## config.mk

```make
export PLATFORM = sky130hd
export DESIGN_NAME = rnpc_reset_nmi_ctrl
export DESIGN_NICKNAME = d
export VERILOG_FILES = /design/src/shared/rnpc_pkg.sv /design/src/core/rnpc_edge_filter.sv /design/src/core/rnpc_reset_nmi_ctrl.sv
export SDC_FILE = /design/constraint.sdc
export NUM_CORES = 1
export LEC_CHECK = 0
export BUFFER_PORTS_ARGS = -buffer_cell sky130_fd_sc_hd__buf_2
export CAP_MARGIN = 20
export CORE_MARGIN = 2
export CORE_UTILIZATION = 38
export DETAILED_ROUTE_END_ITERATION = 16
export PLACE_DENSITY = 0.66
export SLEW_MARGIN = 20
export SYNTH_ARGS = -nofsm -noshare
export SYNTH_HDL_FRONTEND = slang
export SYNTH_SLANG_ARGS = --single-unit
export TNS_END_PERCENT = 10
```

## constraint.sdc

```tcl
create_clock -name sys_clk_in -period 3.19 [get_ports sys_clk_in]
set_clock_uncertainty 0.15 [all_clocks]
set_input_delay 0.4785 -clock sys_clk_in [delete_from_list [all_inputs] [get_ports sys_clk_in]]
set_output_delay 0.4785 -clock sys_clk_in [all_outputs]
set_load 0.05 [all_outputs]
```

## src/shared/rnpc_pkg.sv

```systemverilog
// rnpc_pkg: constants, enums and carrier structs for the reset / nmi / power-down controller
// assumes a single 100 MHz cpu clock; no software-visible register bus
package rnpc_pkg;

  // clock and timing
  localparam int CLK_PERIOD_NS       = 10;
  localparam int RST_FILTER_MIN_NS   = 100;                   // least low time for recognition
  localparam int RST_FILTER_EXTRA    = 2;                     // plus two cpu clocks
  localparam int RST_FILTER_CYC      = (RST_FILTER_MIN_NS + CLK_PERIOD_NS - 1) / CLK_PERIOD_NS
                                       + RST_FILTER_EXTRA;
  localparam int RST_SEQ_CYC_DEF     = 64;                    // internal reset sequence length
  localparam int CNT_W               = 16;

  // reset cause encoding
  localparam logic [2:0] CAUSE_NONE    = 3'h0;
  localparam logic [2:0] CAUSE_HW_LONG = 3'h1;
  localparam logic [2:0] CAUSE_HW_SHRT = 3'h2;
  localparam logic [2:0] CAUSE_SW      = 3'h3;
  localparam logic [2:0] CAUSE_WDT     = 3'h4;

  // reset values
  localparam logic BIDIR_RST_VAL = 1'b0;
  localparam logic END_OF_INIT_INSTR_RST_VAL = 1'b0;

  typedef enum logic [1:0] {
    RNPC_RUN,
    RNPC_SEQ,
    RNPC_INIT,
    RNPC_PD
  } rnpc_state_t;

  // requests from the cpu core
  typedef struct packed {
    logic sw_reset;
    logic wdt_reset;
    logic power_down_instr;
    logic end_of_init_instr;
    logic bidir_wr;
    logic bidir_wdata;
  } rnpc_core_req_t;

  // status back to the cpu core
  typedef struct packed {
    logic       core_reset;
    logic       nmi_trap;
    logic       power_down;
    logic       bidir_reset_enable;
    logic       init_done;
    logic [2:0] reset_cause;
    logic       cfg_latch;
    logic       boot_loader;
  } rnpc_core_stat_t;

endpackage : rnpc_pkg

```

## src/core/rnpc_edge_filter.sv

```systemverilog
// rnpc_edge_filter: qualifies a low level held for a number of clocks, flags falling edges
// assumes the input is already synchronous to sys_clk_in
`timescale 1ns/1ps
module rnpc_edge_filter #(
  parameter int CNT_W   = 16,
  parameter int MIN_CYC = 12
) (
  // clock and reset
  input  wire logic sys_clk_in,
  input  wire logic nrst_in,
  // sampled level
  input  wire logic level_in,
  // qualified results
  output logic      low_long_out,
  output logic      fall_out
);

  logic             prev;
  logic [CNT_W-1:0] low_cnt;

  // previous sample for edge detection
  always_ff @(posedge sys_clk_in or negedge nrst_in) begin
    if (!nrst_in) begin
      prev <= 1'b1;
    end else begin
      prev <= level_in;
    end
  end

  // saturating low-time counter; restarts on any high sample
  always_ff @(posedge sys_clk_in or negedge nrst_in) begin
    if (!nrst_in) begin
      low_cnt <= '0;
    end else if (level_in) begin
      low_cnt <= '0;
    end else if (low_cnt != CNT_W'(MIN_CYC)) begin
      low_cnt <= low_cnt + CNT_W'(1);
    end
  end

  assign low_long_out = (low_cnt == CNT_W'(MIN_CYC));
  assign fall_out     = prev & ~level_in;

endmodule : rnpc_edge_filter

```

## src/core/rnpc_reset_nmi_ctrl.sv

```systemverilog
// rnpc_reset_nmi_ctrl: reset sequencing, reset indication, nmi trap and power-down gate
// assumes pin inputs are synchronous to sys_clk_in; the reset line is open drain outside
//
// Operation
// RULE_01: a low reset line, with the clock running, puts the device into reset.
// RULE_02: external source holds reset low at least 100 ns plus two clocks.
// RULE_03: bidirectional mode drives the reset line low through the whole internal sequence.
// RULE_04: reset indication is low during hardware, software or watchdog reset.
// RULE_05: reset indication stays low until end-of-init executes, then goes high.
// RULE_06: falling edge on nmi input raises the nmi trap request; the code raises it only in run or init state.
// RULE_07: power-down instruction enters power-down only when nmi input is low.
// RULE_08: with nmi high the power-down instruction is ignored, running continues.
// RULE_09: bidirectional enable bit is locked against writes after end-of-init.
// RULE_10: every reset clears the bidirectional enable bit.
// RULE_11: in bidirectional mode the reset cause always reads long hardware reset.
// RULE_12: in bidirectional mode startup configuration is latched as for hardware reset.
// RULE_13: in bidirectional mode a short external reset is stretched to full sequence.
// RULE_14: internal reset sequence length is a module parameter.
`timescale 1ns/1ps
module rnpc_reset_nmi_ctrl
  import rnpc_pkg::*;
#(
  parameter int SEQ_CYC = rnpc_pkg::RST_SEQ_CYC_DEF,
  parameter int MIN_CYC = rnpc_pkg::RST_FILTER_CYC
) (
  // clock and reset
  input  wire logic                      sys_clk_in,
  input  wire logic                      nrst_in,
  // reset line, open drain
  input  wire logic                      reset_in_line_in,
  output logic                           reset_in_line_out,
  output logic                           reset_in_line_oe_out,
  // indication, nmi and boot select pins
  output logic                           reset_indication_out,
  input  wire logic                      nmi_in,
  input  wire logic                      boot_select_pin_in,
  // core side
  input  wire rnpc_pkg::rnpc_core_req_t  core_req_in,
  output rnpc_pkg::rnpc_core_stat_t      core_stat_out
);
  import rnpc_pkg::*;

  rnpc_state_t      state;
  rnpc_state_t      next_state;
  logic [CNT_W-1:0] seq_cnt;
  logic             ext_long;
  logic             ext_low;
  logic             nmi_fall;
  logic             unused_rst_fall;
  logic             bidir;
  logic             init_done;
  logic             nmi_trap;
  logic [2:0]       cause;
  logic             cfg_latch;
  logic             boot_loader;
  logic             seq_start;
  logic [2:0]       start_cause;
  logic             seq_end;
  logic             drive_low;
  logic             oe_q;

  // reset line qualification; short pulses only count when stretched
  rnpc_edge_filter #(
    .CNT_W   (CNT_W),
    .MIN_CYC (MIN_CYC)
  ) u_rst_filt (
    .sys_clk_in   (sys_clk_in),
    .nrst_in      (nrst_in),
    .level_in     (reset_in_line_in),
    .low_long_out (ext_long),
    .fall_out     (unused_rst_fall)
  );

  // nmi edge detector, single-cycle low counts as edge
  rnpc_edge_filter #(
    .CNT_W   (CNT_W),
    .MIN_CYC (1)
  ) u_nmi_filt (
    .sys_clk_in   (sys_clk_in),
    .nrst_in      (nrst_in),
    .level_in     (nmi_in),
    .low_long_out (),
    .fall_out     (nmi_fall)
  );

  assign ext_low = ~reset_in_line_in;

  // our own drive of the line must not retrigger the sequence it is part of;
  // the filter still holds its low count for one cycle after the drive ends
  assign drive_low = reset_in_line_oe_out || oe_q;

  // pick a reset source; hardware wins over software and watchdog
  always_comb begin
    seq_start   = 1'b0;
    start_cause = CAUSE_NONE;
    if (ext_long && !drive_low) begin
      seq_start   = 1'b1;                                       // RULE_01
      start_cause = CAUSE_HW_LONG;
    end else if (bidir && ext_low && !drive_low && state != RNPC_SEQ) begin
      seq_start   = 1'b1;                                       // RULE_13
      start_cause = CAUSE_HW_SHRT;
    end else if (core_req_in.sw_reset) begin
      seq_start   = 1'b1;
      start_cause = CAUSE_SW;
    end else if (core_req_in.wdt_reset) begin
      seq_start   = 1'b1;
      start_cause = CAUSE_WDT;
    end
  end

  assign seq_end = (state == RNPC_SEQ) && (seq_cnt == CNT_W'(SEQ_CYC - 1));

  // sequence state machine
  always_comb begin
    next_state = state;
    case (state)
      RNPC_RUN: begin
        if (core_req_in.power_down_instr && !nmi_in) begin
          next_state = RNPC_PD;                                 // RULE_07
        end
      end
      RNPC_SEQ: begin
        if (seq_end && !(ext_long && !drive_low)) begin
          next_state = RNPC_INIT;
        end
      end
      RNPC_INIT: begin
        if (core_req_in.end_of_init_instr) begin
          next_state = RNPC_RUN;                                // RULE_05
        end
      end
      RNPC_PD: begin
        next_state = RNPC_PD;                                   // left only by reset
      end
      default: begin
        next_state = RNPC_SEQ;
      end
    endcase
    if (seq_start) begin
      next_state = RNPC_SEQ;
    end
  end

  always_ff @(posedge sys_clk_in or negedge nrst_in) begin
    if (!nrst_in) begin
      state <= RNPC_SEQ;
    end else begin
      state <= next_state;
    end
  end

  // sequence length counter; restarts on every new reset source
  always_ff @(posedge sys_clk_in or negedge nrst_in) begin
    if (!nrst_in) begin
      seq_cnt <= '0;
    end else if (seq_start || state != RNPC_SEQ) begin
      seq_cnt <= '0;
    end else if (!seq_end) begin
      seq_cnt <= seq_cnt + CNT_W'(1);                          // RULE_14
    end
  end

  // bidirectional enable: cleared by any reset, frozen after end-of-init
  always_ff @(posedge sys_clk_in or negedge nrst_in) begin
    if (!nrst_in) begin
      bidir <= BIDIR_RST_VAL;
    end else if (seq_start) begin
      bidir <= BIDIR_RST_VAL;                                   // RULE_10
    end else if (core_req_in.bidir_wr && !init_done) begin
      bidir <= core_req_in.bidir_wdata;                         // RULE_09
    end
  end

  // init-done flag tracks end-of-init since last reset
  always_ff @(posedge sys_clk_in or negedge nrst_in) begin
    if (!nrst_in) begin
      init_done <= END_OF_INIT_INSTR_RST_VAL;
    end else if (seq_start) begin
      init_done <= END_OF_INIT_INSTR_RST_VAL;
    end else if (state == RNPC_INIT && core_req_in.end_of_init_instr) begin
      init_done <= 1'b1;
    end
  end

  // reset cause flags; bidirectional mode reports long hardware reset
  always_ff @(posedge sys_clk_in or negedge nrst_in) begin
    if (!nrst_in) begin
      cause <= CAUSE_HW_LONG;
    end else if (seq_start) begin
      cause <= (bidir || reset_in_line_oe_out) ? CAUSE_HW_LONG : start_cause; // RULE_11
    end
  end

  // startup configuration latch at end of sequence
  always_ff @(posedge sys_clk_in or negedge nrst_in) begin
    if (!nrst_in) begin
      cfg_latch   <= 1'b0;
      boot_loader <= 1'b0;
    end else begin
      cfg_latch <= seq_end;
      if (seq_end && (cause == CAUSE_HW_LONG || cause == CAUSE_HW_SHRT)) begin
        boot_loader <= ~boot_select_pin_in;                     // RULE_12
      end else if (seq_start) begin
        boot_loader <= 1'b0;
      end
    end
  end

  // nmi trap request: one pulse per falling edge, only in run or init state
  always_ff @(posedge sys_clk_in or negedge nrst_in) begin
    if (!nrst_in) begin
      nmi_trap <= 1'b0;
    end else begin
      nmi_trap <= nmi_fall && (state == RNPC_RUN || state == RNPC_INIT); // RULE_06
    end
  end

  // reset indication low from sequence start until end-of-init
  always_ff @(posedge sys_clk_in or negedge nrst_in) begin
    if (!nrst_in) begin
      reset_indication_out <= 1'b0;
    end else begin
      reset_indication_out <= (next_state == RNPC_RUN || next_state == RNPC_PD); // RULE_04 RULE_05
    end
  end

  // open drain drive of the reset line; registered to avoid glitches
  always_ff @(posedge sys_clk_in or negedge nrst_in) begin
    if (!nrst_in) begin
      reset_in_line_oe_out <= 1'b0;
    end else begin
      reset_in_line_oe_out <= bidir_next_drive(next_state, bidir && seq_start,
                                               reset_in_line_oe_out && (state == RNPC_SEQ)); // RULE_03
    end
  end

  // delayed copy of the drive; masks the stale low count after release
  always_ff @(posedge sys_clk_in or negedge nrst_in) begin
    if (!nrst_in) begin
      oe_q <= 1'b0;
    end else begin
      oe_q <= reset_in_line_oe_out;
    end
  end

  // drive starts with a sequence begun in bidir mode and lasts until it ends;
  // the enable bit is already cleared by then, so the drive holds itself
  function automatic logic bidir_next_drive(input rnpc_state_t ns, input logic start_drive, input logic held);
    bidir_next_drive = (ns == RNPC_SEQ) && (start_drive || held);
  endfunction : bidir_next_drive

  assign reset_in_line_out = 1'b0;

  // status to the core; power-down refused with nmi high keeps running
  always_comb begin
    core_stat_out                    = '0;
    core_stat_out.core_reset         = (state == RNPC_SEQ);
    core_stat_out.nmi_trap           = nmi_trap;
    core_stat_out.power_down         = (state == RNPC_PD);     // RULE_08
    core_stat_out.bidir_reset_enable = bidir;
    core_stat_out.init_done          = init_done;
    core_stat_out.reset_cause        = cause;
    core_stat_out.cfg_latch          = cfg_latch;
    core_stat_out.boot_loader        = boot_loader;
  end

endmodule : rnpc_reset_nmi_ctrl

```

# [Yosys cells after proc, flatten, opt, wreduce, memory -nomap -nowiden]
# Cells that the tools add are included.
[op_classes] n_addsub=2 bitwise_logic=4 muxes=24 n_lt_le_gt_ge=0 div=0 eq_ne=12 shift=0 n_reduce_logical=31 n_mul=0
[ops] cell="$mux W16" n=4
[ops] cell="$add A16 B1 Y16 const B" n=2
[ops] cell="$eq A16 B4 Y1 const B" n=1
[ops] cell="$eq A16 B6 Y1 const B" n=1
[ops] cell="$ne A16 B4 Y1 const B" n=1
[ops] cell="$mux W3" n=5
[ops] cell="$logic_and A1 B1 Y1" n=14
[ops] cell="$mux W1" n=10
[ops] cell="$mux W2" n=4
[ops] cell="$pmux W2 S4" n=1
[ops] cell="$reduce_bool A2 Y1" n=4
[ops] cell="$logic_or A1 B1 Y1" n=7
[ops] cell="$eq A2 B2 Y1 const B" n=3
[ops] cell="$eq A2 B1 Y1 const B" n=2
[ops] cell="$logic_not A1 Y1" n=4
[ops] cell="$logic_not A2 Y1" n=2
[ops] cell="$ne A2 B1 Y1 const B" n=2
[ops] cell="$eq A3 B1 Y1 const B" n=1
[ops] cell="$eq A3 B2 Y1 const B" n=1
[ops] cell="$not A1 Y1" n=3
[ops] cell="$and A1 B1 Y1" n=1
[word_totals] romBits=0 latchBits=0 memories=0 ramBits=0 word_cells=86 register_bits=46

# [Logic depth before layout (Yosys ltp)]
[logic_depth] word_depth=10 depth_mapped=10

# [Hierarchy]
# From an unflattened synthesis, not the netlist that was laid out.
[hier_totals] hier_cells=345 hier_area_um2=3367.0
[modules_own_cells] mod="rnpc_reset_nmi_ctrl" seq_area_each_um2=728.2 cells_each=161 area_per_inst_um2=1572.8 n_inst=1
[modules_own_cells] mod="rnpc_edge_filter at u_rst_filt" seq_area_each_um2=426.7 cells_each=94 area_per_inst_um2=915.9 n_inst=1
[modules_own_cells] mod="rnpc_edge_filter at u_nmi_filt" seq_area_each_um2=426.7 cells_each=90 area_per_inst_um2=878.3 n_inst=1

# [Least setup slack after synthesis]
# No wires, ideal clock.
[synth_path] kind="reg2reg" start="register seq_cnt[11]" end="register reset_in_line_oe_out" slack_ps=728 path_buffers=0 arrival_ps=2191 setup_time_ps=120 stages_incl_launch_ff=8 t_required_ps=2920 synth_period_minus_slack_ps=2462 cell_sequence="dfrtp_1 > or4_1 > nor3_2 > nand3_1 > a211o_1 > ha_1 > and3_1 > a31o_2"
[synth_between] elab_chain_len=8
[synth_rtl] item="start, declared" line_no="rnpc_reset_nmi_ctrl.sv:45" rtl="logic [CNT_W-1:0] seq_cnt;"
[synth_rtl] item="start signal, assigned" line_no="rnpc_reset_nmi_ctrl.sv:159" rtl="seq_cnt <= seq_cnt + CNT_W'(1);"
[synth_rtl] item="$eq A16 B6 Y1" line_no="rnpc_reset_nmi_ctrl.sv:111" rtl="assign seq_end = (state == RNPC_SEQ) && (seq_cnt == CNT_W'(SEQ_CYC - 1));"
[synth_rtl] item="$logic_and A1 B1 Y1" line_no="rnpc_reset_nmi_ctrl.sv:111"
[synth_rtl] item="$logic_and A1 B1 Y1" line_no="rnpc_reset_nmi_ctrl.sv:123" rtl="if (seq_end && !(ext_long && !drive_low)) begin"
[synth_rtl] item="$mux W2" line_no="rnpc_reset_nmi_ctrl.sv:123"
[synth_rtl] item="$pmux W2 S4" line_no="rnpc_reset_nmi_ctrl.sv:116" rtl="case (state)"
[synth_rtl] item="$mux W2" line_no="rnpc_reset_nmi_ctrl.sv:139" rtl="if (seq_start) begin"
[synth_rtl] item="$eq A2 B1 Y1" line_no="rnpc_reset_nmi_ctrl.sv:249" rtl="bidir_next_drive = (ns == RNPC_SEQ) && (start_drive || held);"
[synth_rtl] item="$logic_and A1 B1 Y1" line_no="rnpc_reset_nmi_ctrl.sv:249"
[synth_rtl] item="end signal, assigned" line_no="rnpc_reset_nmi_ctrl.sv:232" rtl="reset_in_line_oe_out <= bidir_next_drive(next_state, bidir && seq_start,"
[synth_rtl] item="end, declared" line_no="rnpc_reset_nmi_ctrl.sv:32" rtl="output logic reset_in_line_oe_out,"
# No other way between the ends.
# A chain may end at the register's enable or synchronous reset.

# [Worst setup path after layout]
# Same ends and word-level chain as after synthesis.

==> reports/metrics.cfg <==
[synth]
netlist_area_um2 = 2390
ys.flop_type = dfrtp_1
ys_async_sr_fraction_pct = 100
yosysWarnings = 0
ys_seq_area_share_pct = 48.3
ys_ff_latch = 46
synth_nets = 263
syn_avg_cell_area_um2 = 9.64
ys_types = 48
syn-instance-count = 248
synth_edf_count = 0

[detailed_routing]
wl_mm = 4.67
ant_nets = 0
drt-initial-drc-count = 86
drt_pre_antenna_iters = 4
routedWlPerCell_um = 13.5
vias = 1826
drc = 0
post_drt_via_cell_ratio = 5.28

[global_routing]
grt_use_total_pct = 14.3
grtUsageMet1_pct = 20.7
use_met2_pct = 21.2
grt_pass1_vias = 1751
grt_most_used_layer = met2
antenna_found_initial = 0
met3_usage_pct = 2.49
grt_max_degree = 47
grt-ovfl-total = 0
grt_pass1_wl_mm = 8.14

[clocking]
htree_levels = 2
cts_hold_buf = 0
cts_setup_buffers = 0
cts_resized = 0
clk_latency_ns = 0.29
clk_pin_slew_ns = 0.08
ctsLongestPathBuffers = 2
cts_tree = done
cts_sinks = 46
cts_root_buf = clkbuf_8
numCtsBuffers = 5

[power_and_ir_drop]
p_switching_uw = 250
power.internal_uw = 793
power.density_nw_per_um2 = 393
p_leak_nw = 1.12
comb_power_share_pct = 7.3
p_sw_share_pct = 24.0
pwr-share-clk_pct = 34.7
peakVddDrop_uv = 176
seqPwrFrac_pct = 58.0

[sta]
hold_viol = 0
tightest_slew_ns = 0.586
setup_tns_ns = 0
maxSlewHeadroom_pct = 60.9
setup_viol = 0
fmaxAchievable_mhz = 379
min_period_over_period_pct = 82.7
finalCriticalPeriod_ns = 2.64
slew_viol_final = 0
rsz0062_at_grt = false

[floorplanning]
die_area_um2 = 6940
fp.dieW_um = 83.3
initial_core_util_pct = 39.9
design.core.area_um2 = 5990
num_rows = 28
io_pins = 24
dieHeight_um = 83.3

[critical_path]
endpoint_kind = register
timing.rr.start = seq_cnt[11]$_DFFE_PN0P_
critPathLaunch = seq_cnt[11]$_DFFE_PN0P_
cp_max_fo = 6
path_class = register to register
rr_endpoint = reset_in_line_oe_out$_DFF_PN0_
reg2regPathDepth = 7
cp.arrival_ns = 2.67
ff2ff_setup_slack_ns = 0.55
crit_required_ns = 3.22
cp-endpoint = reset_in_line_oe_out$_DFF_PN0_
cp-start-kind = register

[final_layout]
post_layout_nonfiller_instances = 346
layout-drive-gt1-share_pct = 17.3
layout.nets = 285
final_common_cell = dfrtp_1
antenna_cells = 0
finish.utilization_pct = 44.2
final_area_um2 = 2650
syn2layout_area_growth_pct = 10.9
mostFrequentLayoutCells = 43 x dfrtp_1, 36 x nor2_1, 21 x buf_2, 15 x xnor2_1, 14 x nor3_1

[run_status]
status = completed

[placed_design]
dp_cells = 338
io_buffers = 22
dp_hpwl_mm = 3.26
place.gp.congestion = 0.785
placed_area_um2 = 2560

[flow_run]
drv_cap = 0

[worst_hold_path]
hp-class = primary input to async pin

## worst max-delay path: stages, from the launching register on
cell	delay, ns
dfrtp_1	0.42
or4_1	0.59
nor3_2	0.23
nand3_1	0.24
a211o_1	0.35
ha_1	0.19
and3_1	0.16
a31o_2	0.20
## synthesized netlist by cell type (2+ instances only)
master | number | area, um^2
nor4_1 | 6 | 37.5
a31oi_1 | 5 | 31.3
dfstp_2 | 3 | 78.8
mux2i_1 | 3 | 30.0
buf_4 | 6 | 45.0
o21ai_1 | 3 | 15.0
o31ai_1 | 2 | 15.0
or4_1 | 3 | 22.5
a21oi_1 | 10 | 50.1
xor2_1 | 2 | 17.5
ha_1 | 4 | 50.1
nand3_1 | 9 | 45.0
nand2b_1 | 2 | 12.5
dfrtp_1 | 43 | 1080
mux2_2 | 2 | 22.5
nor2b_1 | 7 | 43.8
or4_4 | 2 | 22.5
a211oi_1 | 3 | 22.5
nand2_1 | 8 | 30.0
or3_1 | 2 | 12.5
nor3_1 | 14 | 70.1
inv_1 | 11 | 41.3
nand4_1 | 10 | 62.6
and2_1 | 2 | 12.5
a21o_1 | 2 | 15.0
xnor2_1 | 15 | 131
and3_1 | 5 | 31.3
o21ai_0 | 3 | 15.0
nor3b_1 | 4 | 30.0
clkbuf_1 | 4 | 15.0
nor2_1 | 36 | 135
## power groups by stage
stage | combinational, mW | sequential, mW | clock, mW
detailed placement | 0.0769 | 0.616 | 0
finish | 0.0758 | 0.605 | 0.362
global route | 0.0851 | 0.606 | 0.407
CTS | 0.0775 | 0.605 | 0.379
global placement | 0.0755 | 0.615 | 0
floorplan | 0.0358 | 0.624 | 0
## metrics by stage
stage               setup slack [ns]  hold slack, ns  power [mW]
floorplan                      0.728          0.0329       0.660
global placement               0.626           0.353       0.691
detailed placement             0.562           0.360       0.693
CTS                            0.542           0.144        1.06
global route                   0.383          0.0843        1.10
finish                         0.551          0.0205        1.04
## metal layers
layer / vias to the layer above / wire length (um)
met5: - / 0
met4: 0 / 65
met3: 7 / 165
met2: 31 / 1950
met1: 867 / 2490
li1: 921 / -
## worst min path at each step
stage | from | end | slack, ns
2_1_floorplan | nrst_in | bidir$_DFFE_PN0P_ | 0.03
3_3_place_gp | u_nmi_filt.prev$_DFF_PN1_ | nmi_trap$_DFF_PN0_ | 0.35
4_1_cts | nmi_in | u_nmi_filt.prev$_DFF_PN1_ | 0.14
3_5_place_dp | init_done$_DFFE_PN0P_ | init_done$_DFFE_PN0P_ | 0.36
5_1_grt | nrst_in | seq_cnt[15]$_DFFE_PN0P_ | 0.08
6_report | nrst_in | seq_cnt[15]$_DFFE_PN0P_ | 0.02
## logic make-up after synthesis
logic type      after synthesis  share of synthesized area (%)
simple gates                119                           27.3
xor+xnor                     17                           6.23
flops                        46                           48.3
buf+inv                      21                           4.24
other cells                   1                          0.157
mux                           5                           2.20
fa+ha+maj                     4                           2.09
compound gates               35                           9.42
## sequential cells by signal, summed over array words and instances (netlist names)
name and count:
reset_in_line_oe_out 1, seq_cnt 16, cfg_latch 1, u_rst_filt.low_cnt 16, nmi_trap 1, oe_q 1, reset_indication_out 1, init_done 1
boot_loader 1, cause 3, state 2, bidir 1, u_nmi_filt.prev 1
## final cells by class
cell class	instances	area, um^2
clock buffer	7	86.3
clock inverter	1	5.00
fill	576	3340
inverter	11	41.3
multi-input combinational	181	1130
sequential	46	1150
tap	75	93.8
timing repair buffer	25	135
(Power assumes the default switching activity.)
